==> src/core/ssr_map.vh <==
`ifndef SSR_MAP_VH
`define SSR_MAP_VH

// ****************************************************************
// Display code groups (virtual node addresses)
// ****************************************************************
`define SSR_GRP_LOGIC        7'd90
`define SSR_GRP_SCANNER      7'd91
`define SSR_GRP_CANHW        7'd96
`define SSR_GRP_NETACC       7'd97
`define SSR_GRP_THREAD       7'd98
`define SSR_NODE_LAST        7'd63

// ****************************************************************
// Display codes
// ****************************************************************
`define SSR_LOG_SEMA         7'd1
`define SSR_LOG_DISCARD      7'd2
`define SSR_LOG_INDEX        7'd3
`define SSR_SCN_OVERRUN      7'd1
`define SSR_SCN_DUP_RSP      7'd2
`define SSR_SCN_DUP_REQ      7'd3
`define SSR_CAN_BUS_OFF      7'd1
`define SSR_CAN_NO_PWR       7'd2
`define SSR_CAN_BAD_PWR      7'd3
`define SSR_CAN_WARN         7'd4
`define SSR_CAN_NO_ACK       7'd13
`define SSR_NA_DISC          7'd0
`define SSR_NA_FAULT         7'd1
`define SSR_NA_OFFLINE       7'd2
`define SSR_NA_DUP_RSP       7'd3
`define SSR_NA_DUP_REQ       7'd4
`define SSR_NA_BUS_OFF       7'd5
`define SSR_NA_PWRUP         7'd6
`define SSR_NA_JUST_RST      7'd7
`define SSR_NA_DUP1_SEND     7'd8
`define SSR_NA_DUP1_WAIT     7'd9
`define SSR_NA_DUP2_SEND     7'd10
`define SSR_NA_DUP2_WAIT     7'd11
`define SSR_NA_ONLINE_A      7'd14
`define SSR_NA_ONLINE_B      7'd15
`define SSR_NA_SCANNING      7'd16
`define SSR_NA_RST_REQ       7'd17
`define SSR_NA_RST_BUSY      7'd18
`define SSR_THR_INIT         7'd1
`define SSR_THR_CFG_CHECK    7'd3
`define SSR_THR_STOPPED      7'd13

// ****************************************************************
// Health word bit positions (bit 1 of the word is index 0)
// ****************************************************************
`define SSR_B_MODULE_FAIL    0
`define SSR_B_SCANNER_FAIL   1
`define SSR_B_CFG_REQUIRED   2
`define SSR_B_CFG_ERROR      3
`define SSR_B_OFFLINE        4
`define SSR_B_SCAN_STOPPED   5
`define SSR_B_CYCLE_START    6
`define SSR_B_NET_ERROR      7
`define SSR_B_DEV_OFFLINE    8
`define SSR_B_BLOCK_ERROR    9
`define SSR_B_OVERRUN        10
`define SSR_B_RESERVED       11
`define SSR_F_CNT_LSB        12
`define SSR_F_CODE_LSB       8
`define SSR_HEALTH_RESET     16'h0000

// ****************************************************************
// Timing
// ****************************************************************
`define SSR_CLK_HZ           250000000
`define SSR_BEAT_MS          1000
`define SSR_BEAT_CYCLES      (`SSR_CLK_HZ / 1000 * `SSR_BEAT_MS)

`endif

==> src/core/ssr_status.v <==
`timescale 1ns/1ps
`include "ssr_map.vh"

module ssr_status #(
    parameter BEAT_CYCLES = `SSR_BEAT_CYCLES
) (
    input  wire        clk_sys,
    input  wire        rstn,
    input  wire        clk_en,
    // Supervisory and scanner processor condition levels.
    input  wire        module_fatal,
    input  wire [7:0]  module_fatal_code,
    input  wire        scanner_fatal,
    input  wire        program_valid,
    input  wire        config_missing,
    input  wire        config_loaded_ok,
    input  wire        config_bad,
    input  wire        link_up,
    input  wire        scanning,
    input  wire        net_blocked,
    input  wire        node_unconnected,
    input  wire        block_xfer_fail,
    input  wire        scan_interval_long,
    // Event pulses.
    input  wire        scan_start_req,
    input  wire        polls_pending,
    input  wire        plc_scan_pulse,
    input  wire        dup_rsp_event,
    input  wire        dup_req_event,
    input  wire        sema_locked,
    input  wire        msgs_discarded,
    input  wire        display_index_over,
    // CAN controller conditions.
    input  wire        can_bus_off,
    input  wire        error_rate_warning,
    input  wire        no_ack_fault,
    input  wire        net_power_absent,
    input  wire        net_power_range,
    // Network access sequence and thread state.
    input  wire [4:0]  netacc_state,
    input  wire [1:0]  thread_state,
    // Display group select.
    input  wire [6:0]  display_group,
    output reg  [6:0]  display_node_q,
    output reg  [6:0]  display_code_q,
    output reg  [15:0] module_health_word_q,
    output wire        scan_start_grant,
    output reg         scan_overrun_q
);

    // ****************************************************************
    // Network access sequence states
    // ****************************************************************
    localparam NA_PWRUP   = 5'd0;
    localparam NA_RST     = 5'd1;
    localparam NA_D1S     = 5'd2;
    localparam NA_D1W     = 5'd3;
    localparam NA_D2S     = 5'd4;
    localparam NA_D2W     = 5'd5;
    localparam NA_ONA     = 5'd6;
    localparam NA_ONB     = 5'd7;
    localparam NA_SCAN    = 5'd8;
    localparam NA_DISC    = 5'd9;
    localparam NA_FAULT   = 5'd10;
    localparam NA_OFFL    = 5'd11;
    localparam NA_DUPRSP  = 5'd12;
    localparam NA_DUPREQ  = 5'd13;
    localparam NA_BUSOFF  = 5'd14;
    localparam NA_RSTREQ  = 5'd15;
    localparam NA_RSTBUSY = 5'd16;

    localparam TH_INIT    = 2'd0;
    localparam TH_CHECK   = 2'd1;
    localparam TH_STOP    = 2'd2;

    localparam [31:0] BEAT_LAST = BEAT_CYCLES - 1;

    reg  [31:0] beat_cnt_q;
    reg  [3:0]  alive_cnt_q;
    reg         cycle_start_pulse_q;
    reg         cycle_seen_plc_q;
    reg         cfg_req_q;
    reg  [1:0]  scn_err_q;
    reg  [1:0]  log_err_q;
    reg  [6:0]  code_d;
    reg  [15:0] word_d;
    wire        online;

    assign online = (netacc_state == NA_ONA) || (netacc_state == NA_ONB) ||
                    (netacc_state == NA_SCAN);

    // A scan start is held back while responses of the last scan remain.
    assign scan_start_grant = scan_start_req && !polls_pending;

    // ****************************************************************
    // Heartbeat counter
    // ****************************************************************
    always @(posedge clk_sys or negedge rstn) begin
        if (!rstn) begin
            beat_cnt_q  <= 32'h0000_0000;
            alive_cnt_q <= 4'h0;
        end else if (clk_en) begin
            if (beat_cnt_q >= BEAT_LAST) begin
                beat_cnt_q  <= 32'h0000_0000;
                alive_cnt_q <= alive_cnt_q + 4'h1;
            end else begin
                beat_cnt_q <= beat_cnt_q + 32'h0000_0001;
            end
        end
    end

    // ****************************************************************
    // Begin-of-scan flag and event latches
    // ****************************************************************
    always @(posedge clk_sys or negedge rstn) begin
        if (!rstn) begin
            cycle_start_pulse_q <= 1'b0;
            cycle_seen_plc_q    <= 1'b0;
            cfg_req_q           <= 1'b0;
            scn_err_q           <= 2'd0;
            log_err_q           <= 2'd0;
            scan_overrun_q      <= 1'b0;
        end else if (clk_en) begin
            // Set on scan start; cleared on the second PLC scan boundary.
            if (scan_start_grant) begin
                cycle_start_pulse_q <= 1'b1;
                cycle_seen_plc_q    <= 1'b0;
            end else if (plc_scan_pulse && cycle_start_pulse_q) begin
                if (cycle_seen_plc_q) begin
                    cycle_start_pulse_q <= 1'b0;
                end
                cycle_seen_plc_q <= ~cycle_seen_plc_q;
            end
            // Configuration required holds until a clean download, or until program_valid drops.
            if (!program_valid) begin
                cfg_req_q <= 1'b0;
            end else if (config_missing) begin
                cfg_req_q <= 1'b1;
            end else if (config_loaded_ok && !config_bad) begin
                cfg_req_q <= 1'b0;
            end
            scan_overrun_q <= scan_start_req && polls_pending;
            if (scan_start_req && polls_pending) begin
                scn_err_q <= 2'd1;
            end else if (dup_rsp_event && online) begin
                scn_err_q <= 2'd2;
            end else if (dup_req_event && !online) begin
                scn_err_q <= 2'd3;
            end
            if (sema_locked) begin
                log_err_q <= 2'd1;
            end else if (msgs_discarded) begin
                log_err_q <= 2'd2;
            end else if (display_index_over) begin
                log_err_q <= 2'd3;
            end
        end
    end

    // ****************************************************************
    // Display code selection
    // ****************************************************************
    always @* begin
        code_d = 7'd0;
        case (display_group)
            `SSR_GRP_LOGIC: begin
                case (log_err_q)
                    2'd1:    code_d = `SSR_LOG_SEMA;
                    2'd2:    code_d = `SSR_LOG_DISCARD;
                    2'd3:    code_d = `SSR_LOG_INDEX;
                    default: code_d = 7'd0;
                endcase
            end
            `SSR_GRP_SCANNER: begin
                case (scn_err_q)
                    2'd1:    code_d = `SSR_SCN_OVERRUN;
                    2'd2:    code_d = `SSR_SCN_DUP_RSP;
                    2'd3:    code_d = `SSR_SCN_DUP_REQ;
                    default: code_d = 7'd0;
                endcase
            end
            `SSR_GRP_CANHW: begin
                if (can_bus_off) begin
                    code_d = `SSR_CAN_BUS_OFF;
                end else if (net_power_absent) begin
                    code_d = `SSR_CAN_NO_PWR;
                end else if (net_power_range) begin
                    code_d = `SSR_CAN_BAD_PWR;
                end else if (no_ack_fault) begin
                    code_d = `SSR_CAN_NO_ACK;
                end else if (error_rate_warning) begin
                    code_d = `SSR_CAN_WARN;
                end
            end
            `SSR_GRP_NETACC: begin
                case (netacc_state)
                    NA_PWRUP:   code_d = `SSR_NA_PWRUP;
                    NA_RST:     code_d = `SSR_NA_JUST_RST;
                    NA_D1S:     code_d = `SSR_NA_DUP1_SEND;
                    NA_D1W:     code_d = `SSR_NA_DUP1_WAIT;
                    NA_D2S:     code_d = `SSR_NA_DUP2_SEND;
                    NA_D2W:     code_d = `SSR_NA_DUP2_WAIT;
                    NA_ONA:     code_d = `SSR_NA_ONLINE_A;
                    NA_ONB:     code_d = `SSR_NA_ONLINE_B;
                    NA_SCAN:    code_d = `SSR_NA_SCANNING;
                    NA_DISC:    code_d = `SSR_NA_DISC;
                    NA_FAULT:   code_d = `SSR_NA_FAULT;
                    NA_OFFL:    code_d = `SSR_NA_OFFLINE;
                    NA_DUPRSP:  code_d = `SSR_NA_DUP_RSP;
                    NA_DUPREQ:  code_d = `SSR_NA_DUP_REQ;
                    NA_BUSOFF:  code_d = `SSR_NA_BUS_OFF;
                    NA_RSTREQ:  code_d = `SSR_NA_RST_REQ;
                    NA_RSTBUSY: code_d = `SSR_NA_RST_BUSY;
                    default:    code_d = `SSR_NA_DISC;
                endcase
            end
            `SSR_GRP_THREAD: begin
                case (thread_state)
                    TH_INIT:  code_d = `SSR_THR_INIT;
                    TH_CHECK: code_d = `SSR_THR_CFG_CHECK;
                    TH_STOP:  code_d = `SSR_THR_STOPPED;
                    default:  code_d = 7'd0;
                endcase
            end
            default: begin
                code_d = 7'd0;
            end
        endcase
    end

    // ****************************************************************
    // Health word assembly
    // ****************************************************************
    always @* begin
        word_d = `SSR_HEALTH_RESET;
        word_d[`SSR_B_MODULE_FAIL]  = module_fatal;
        word_d[`SSR_B_SCANNER_FAIL] = scanner_fatal;
        word_d[`SSR_B_CFG_REQUIRED] = cfg_req_q && program_valid;
        word_d[`SSR_B_CFG_ERROR]    = !program_valid || config_bad;
        word_d[`SSR_B_OFFLINE]      = !link_up;
        word_d[`SSR_B_SCAN_STOPPED] = !scanning;
        word_d[`SSR_B_CYCLE_START]  = cycle_start_pulse_q;
        word_d[`SSR_B_NET_ERROR]    = net_blocked;
        if (module_fatal) begin
            word_d[15:8] = module_fatal_code;
        end else begin
            word_d[`SSR_B_DEV_OFFLINE] = node_unconnected;
            word_d[`SSR_B_BLOCK_ERROR] = block_xfer_fail;
            word_d[`SSR_B_OVERRUN]     = scan_interval_long;
            word_d[`SSR_B_RESERVED]    = 1'b0;
            word_d[15:12]              = alive_cnt_q;
        end
    end

    always @(posedge clk_sys or negedge rstn) begin
        if (!rstn) begin
            display_node_q       <= 7'd0;
            display_code_q       <= 7'd0;
            module_health_word_q <= `SSR_HEALTH_RESET;
        end else if (clk_en) begin
            display_node_q       <= display_group;
            display_code_q       <= code_d;
            module_health_word_q <= word_d;
        end
    end

endmodule // ssr_status

==> config.mk <==
export PLATFORM = sky130hd
export DESIGN_NAME = ssr_status
export DESIGN_NICKNAME = d
export VERILOG_FILES = /design/src/core/ssr_status.v
export VERILOG_INCLUDE_DIRS = /design/src /design/src/core
export SDC_FILE = /design/constraint.sdc
export NUM_CORES = 1
export LEC_CHECK = 0
export ABC_AREA = 1
export BUFFER_PORTS_ARGS = -buffer_cell sky130_fd_sc_hd__buf_4
export CORE_MARGIN = 1
export CORE_UTILIZATION = 45
export CTS_CLUSTER_SIZE = 14
export DETAILED_ROUTE_END_ITERATION = 7
export GPL_TIMING_DRIVEN = 0
export PLACE_DENSITY = 0.73
export SYNTH_ARGS = -nofsm -noshare
export SYNTH_HDL_FRONTEND = slang
export SYNTH_SLANG_ARGS = --single-unit
==> constraint.sdc <==
create_clock -name clk_sys -period 3.1 [get_ports clk_sys]
set_input_delay 0.155 -clock clk_sys [delete_from_list [all_inputs] [get_ports clk_sys]]
set_output_delay 0.155 -clock clk_sys [all_outputs]
set_load 0.02 [all_outputs]
==> results.py <==
metrics = {
    "status": {
        "outcome": "finished with violations",
        "violations": "negative hold slack",
    },
    "critical_path": {
        "timing.rr.end": "beat_cnt_q[4]$_DFFE_PN0P_",
        "cp.arrival_ns": 2.06,
        "reg2reg_depth": 13,
        "worstSetupEndpointType": "flop",
        "path_common_cell": "nand2_1",
        "critPathKind": "flop to flop",
        "crit_start": "beat_cnt_q[0]$_DFFE_PN0P_",
        "slowest_stage": "dfrtp_1",
        "crit_path_max_fanout": 10,
        "critPathBufInv": 3,
        "crit_cells": 13,
        "crit_chain": "ha_1, inv_1, nor2_4, nand2_1, nand2_1, nand2_1, nand2_1, nand2_1, nand2_2, nand2_4, inv_6, buf_6, nor2_1",
        "reg2reg_slack_ns": 1.28,
        "endpoint": "beat_cnt_q[4]$_DFFE_PN0P_",
        "rr_startpoint": "beat_cnt_q[0]$_DFFE_PN0P_",
        "path_delay_family": "simple AND/OR/NAND/NOR gates",
        "crit_required_ns": 3.34,
        "cp-start-kind": "flop",
        "cpPeakStageDelay_ns": 0.40,
    },
    "finish": {
        "antenna_cells": 0,
        "nets": 701,
        "syn2layout_area_growth_pct": 24.1,
        "final_cells": 756,
        "fillers": 818,
        "drive_above_1_share_pct": 18.2,
        "multi_input_area_um2": 1940,
        "fin_area_um2": 5010,
        "regArea_um2": 1800,
    },
    "grt": {
        "grt_usage_pct": 22.2,
        "antenna_found_initial": 0,
        "grt_max_degree": 73,
        "grt-ovfl-total": 0,
        "grt_pass1_vias": 3796,
        "grt_pass1_wl_um": 17000,
    },
    "sta": {
        "setup_violations": 0,
        "slew_headroom_pct": 39.1,
        "fin_worst_skew_ns": 0.00643,
        "fin_ws_ns": 1.28,
        "finalCritPeriodShare_pct": 58.6,
        "hold_viol_final": 1,
        "fin_hold_ws_ns": -0.00487,
        "rsz0062_at_grt": "false",
        "drv_slew": 0,
        "fin_crit_ns": 1.82,
        "fin_setup_tns_ns": 0,
        "fmax_mhz": 551,
        "worst_pin_slew_ns": 0.914,
    },
    "clock_network": {
        "cts.sinks": 72,
        "clock_latency_ns": 0.35,
        "cts_tree": "yes",
        "clk_path_buf_depth": 2,
        "cts_made_buffers": 9,
        "clkTransAtPathRegs_ns": 0.08,
        "clock-root-buffer": "clkbuf_8",
        "htreeDepth": 3,
        "postCtsSetupRepairBufs": 0,
    },
    "yosys": {
        "synth_ff_type": "dfrtp_1",
        "ys_async_sr_fraction_pct": 100,
        "syn_area_um2": 4040,
        "yosysTopAreaCell": "dfrtp_1",
        "yosys_warnings": 0,
        "yosysUniqueCellTypes": 36,
        "ys_top_cells_by_area": "dfrtp_1, nand2_1, nor2_1, nand3_1, inv_1",
        "syn_area_per_cell_um2": 7.38,
        "seq_area_frac_synth_pct": 44.6,
        "netlist_instances": 547,
        "synth_edf_count": 0,
        "synth.most_common_cell": "nand2_1",
        "synth_common_cells": "nand2_1, nor2_1, dfrtp_1",
        "ys_ff_latch": 72,
        "synth_top_cell_area_share_pct": 44.6,
    },
    "place": {
        "post-place-cells": 735,
        "placed_area_um2": 4770,
        "pre_cts_ws_ns": 1.27,
        "hpwlAfterDp_um": 7290,
        "io_buffer_count": 79,
        "gp_congestion": 0.922,
    },
    "power": {
        "ir_drop_mv": 0.250,
        "p_leak_nw": 2.51,
        "p_per_area_nw_per_um2": 467,
    },
    "routing": {
        "wl_per_cell_um": 13.0,
        "num_vias": 3791,
        "first_pass_iters": 4,
        "remaining_drc_errors": 0,
        "wirelength_um": 9800,
        "via_per_inst": 5.01,
        "ant_nets": 0,
        "drtIter0Drc": 162,
    },
    "floorplan": {
        "die_w_um": 96.7,
        "core-area_um2": 8720,
        "num_rows": 34,
        "dieHeight_um": 96.7,
        "fp.dieArea_um2": 9350,
        "start_util_pct": 46.3,
        "io_pins": 82,
    },
    "worst_hold_path": {
        "hold_path_class": "primary input to flop",
        "worstHoldPathCells": 2,
    },
    "run": {
        "maxCapViolCount": 0,
    },
}
where the power goes:
group / switching (mW) / internal [mW] / total, mW
Sequential: 0.0886 / 1.05 / 1.14
Clock: 0.374 / 0.338 / 0.713
Combinational: 0.283 / 0.202 / 0.486
final cells by class:
class | count | share of cell area, %
Buffer | 13 | 1.67
Inverter | 55 | 4.22
Clock buffer | 11 | 3.02
Tap cell | 108 | 2.70
Multi-Input combinational cell | 408 | 38.8
Clock inverter | 5 | 0.799
Timing Repair Buffer | 84 | 12.8
Sequential cell | 72 | 36.0
worst min path at each step:
stage	startpoint	endpoint	slack, ns
6_report	scanning	module_health_word_q[5]$_DFFE_PN0P_	-0.005
5_1_grt	scanning	module_health_word_q[5]$_DFFE_PN0P_	0.02
4_1_cts	config_missing	cfg_req_q$_DFFE_PN0P_	0.003
3_5_place_dp	rstn	beat_cnt_q[8]$_DFFE_PN0P_	0.35
3_3_place_gp	rstn	beat_cnt_q[10]$_DFFE_PN0P_	0.35
2_1_floorplan	rstn	alive_cnt_q[0]$_DFFE_PN0P_	-0.14
registers in the layout, summed over array words and instances (netlist names):
| register | count |
|---|---|
| display_code_q | 5 |
| module_health_word_q | 16 |
| cfg_req_q | 1 |
| cycle_seen_plc_q | 1 |
| cycle_start_pulse_q | 1 |
| log_err_q | 2 |
| scan_overrun_q | 1 |
| beat_cnt_q | 32 |
| display_node_q | 7 |
| alive_cnt_q | 4 |
| scn_err_q | 2 |
metal layers:
| layer | global-route usage (%) | vias to the layer above | part of all wire, % |
|---|---|---|---|
| li1 | - | 1928 | - |
| met1 | 28.1 | 1766 | 45 |
| met2 | 37.9 | 86 | 49 |
| met3 | 3.47 | 11 | 4.2 |
| met4 | 9.41 | 0 | 1.3 |
| met5 | 0 | - | 0 |
metrics by stage:
| stage | hold WS (ns) | total power, mW | util [%] |
|---|---|---|---|
| final | -0.00487 | 2.34 | 57.4 |
| after global routing | 0.0225 | 2.47 | 57.4 |
| after CTS | 0.00253 | 2.36 | 57.4 |
| after detailed placement | 0.350 | 1.64 | 54.7 |
| after global placement | 0.349 | 1.62 | 54.7 |
| after floorplan | -0.141 | 1.43 | - |
cells in the final DEF (no fill, tap or decap), types with 4 or more instances in the layout:
cell and count:
nor3_1 7, nand4_1 10, nor2_1 90, ha_1 8, xor2_1 12, clkbuf_8 11, nand2_1 155, xnor2_1 5
clkbuf_1 4, a21oi_1 9, dlygate4sd3_1 5, nand3b_1 4, nand3_1 43, o21ai_0 39, dfrtp_1 72, inv_1 54
nor2_2 6, buf_4 81
logic make-up (layout without fill, tap and decap cells):
group / after synthesis / count (layout) / synth area share (%)
AND/OR/NAND/NOR: 324 / 324 / 34.1
flip-flops: 72 / 72 / 44.6
buffers and inverters: 68 / 168 / 7.32
AO/OA/AOI/OAI: 56 / 56 / 7.44
XOR/XNOR: 17 / 17 / 3.69
adder cells (fa/ha/maj): 8 / 8 / 2.48
other: 1 / 2 / 0.0929
multiplexers: 1 / 1 / 0.279
what timing repair did:
action / CTS / global route
gates resized for setup: 0 / 0
hold endpoints to repair: 76 / 0
hold buffers: 5 / 0
Power figures use the tool's default switching activity.
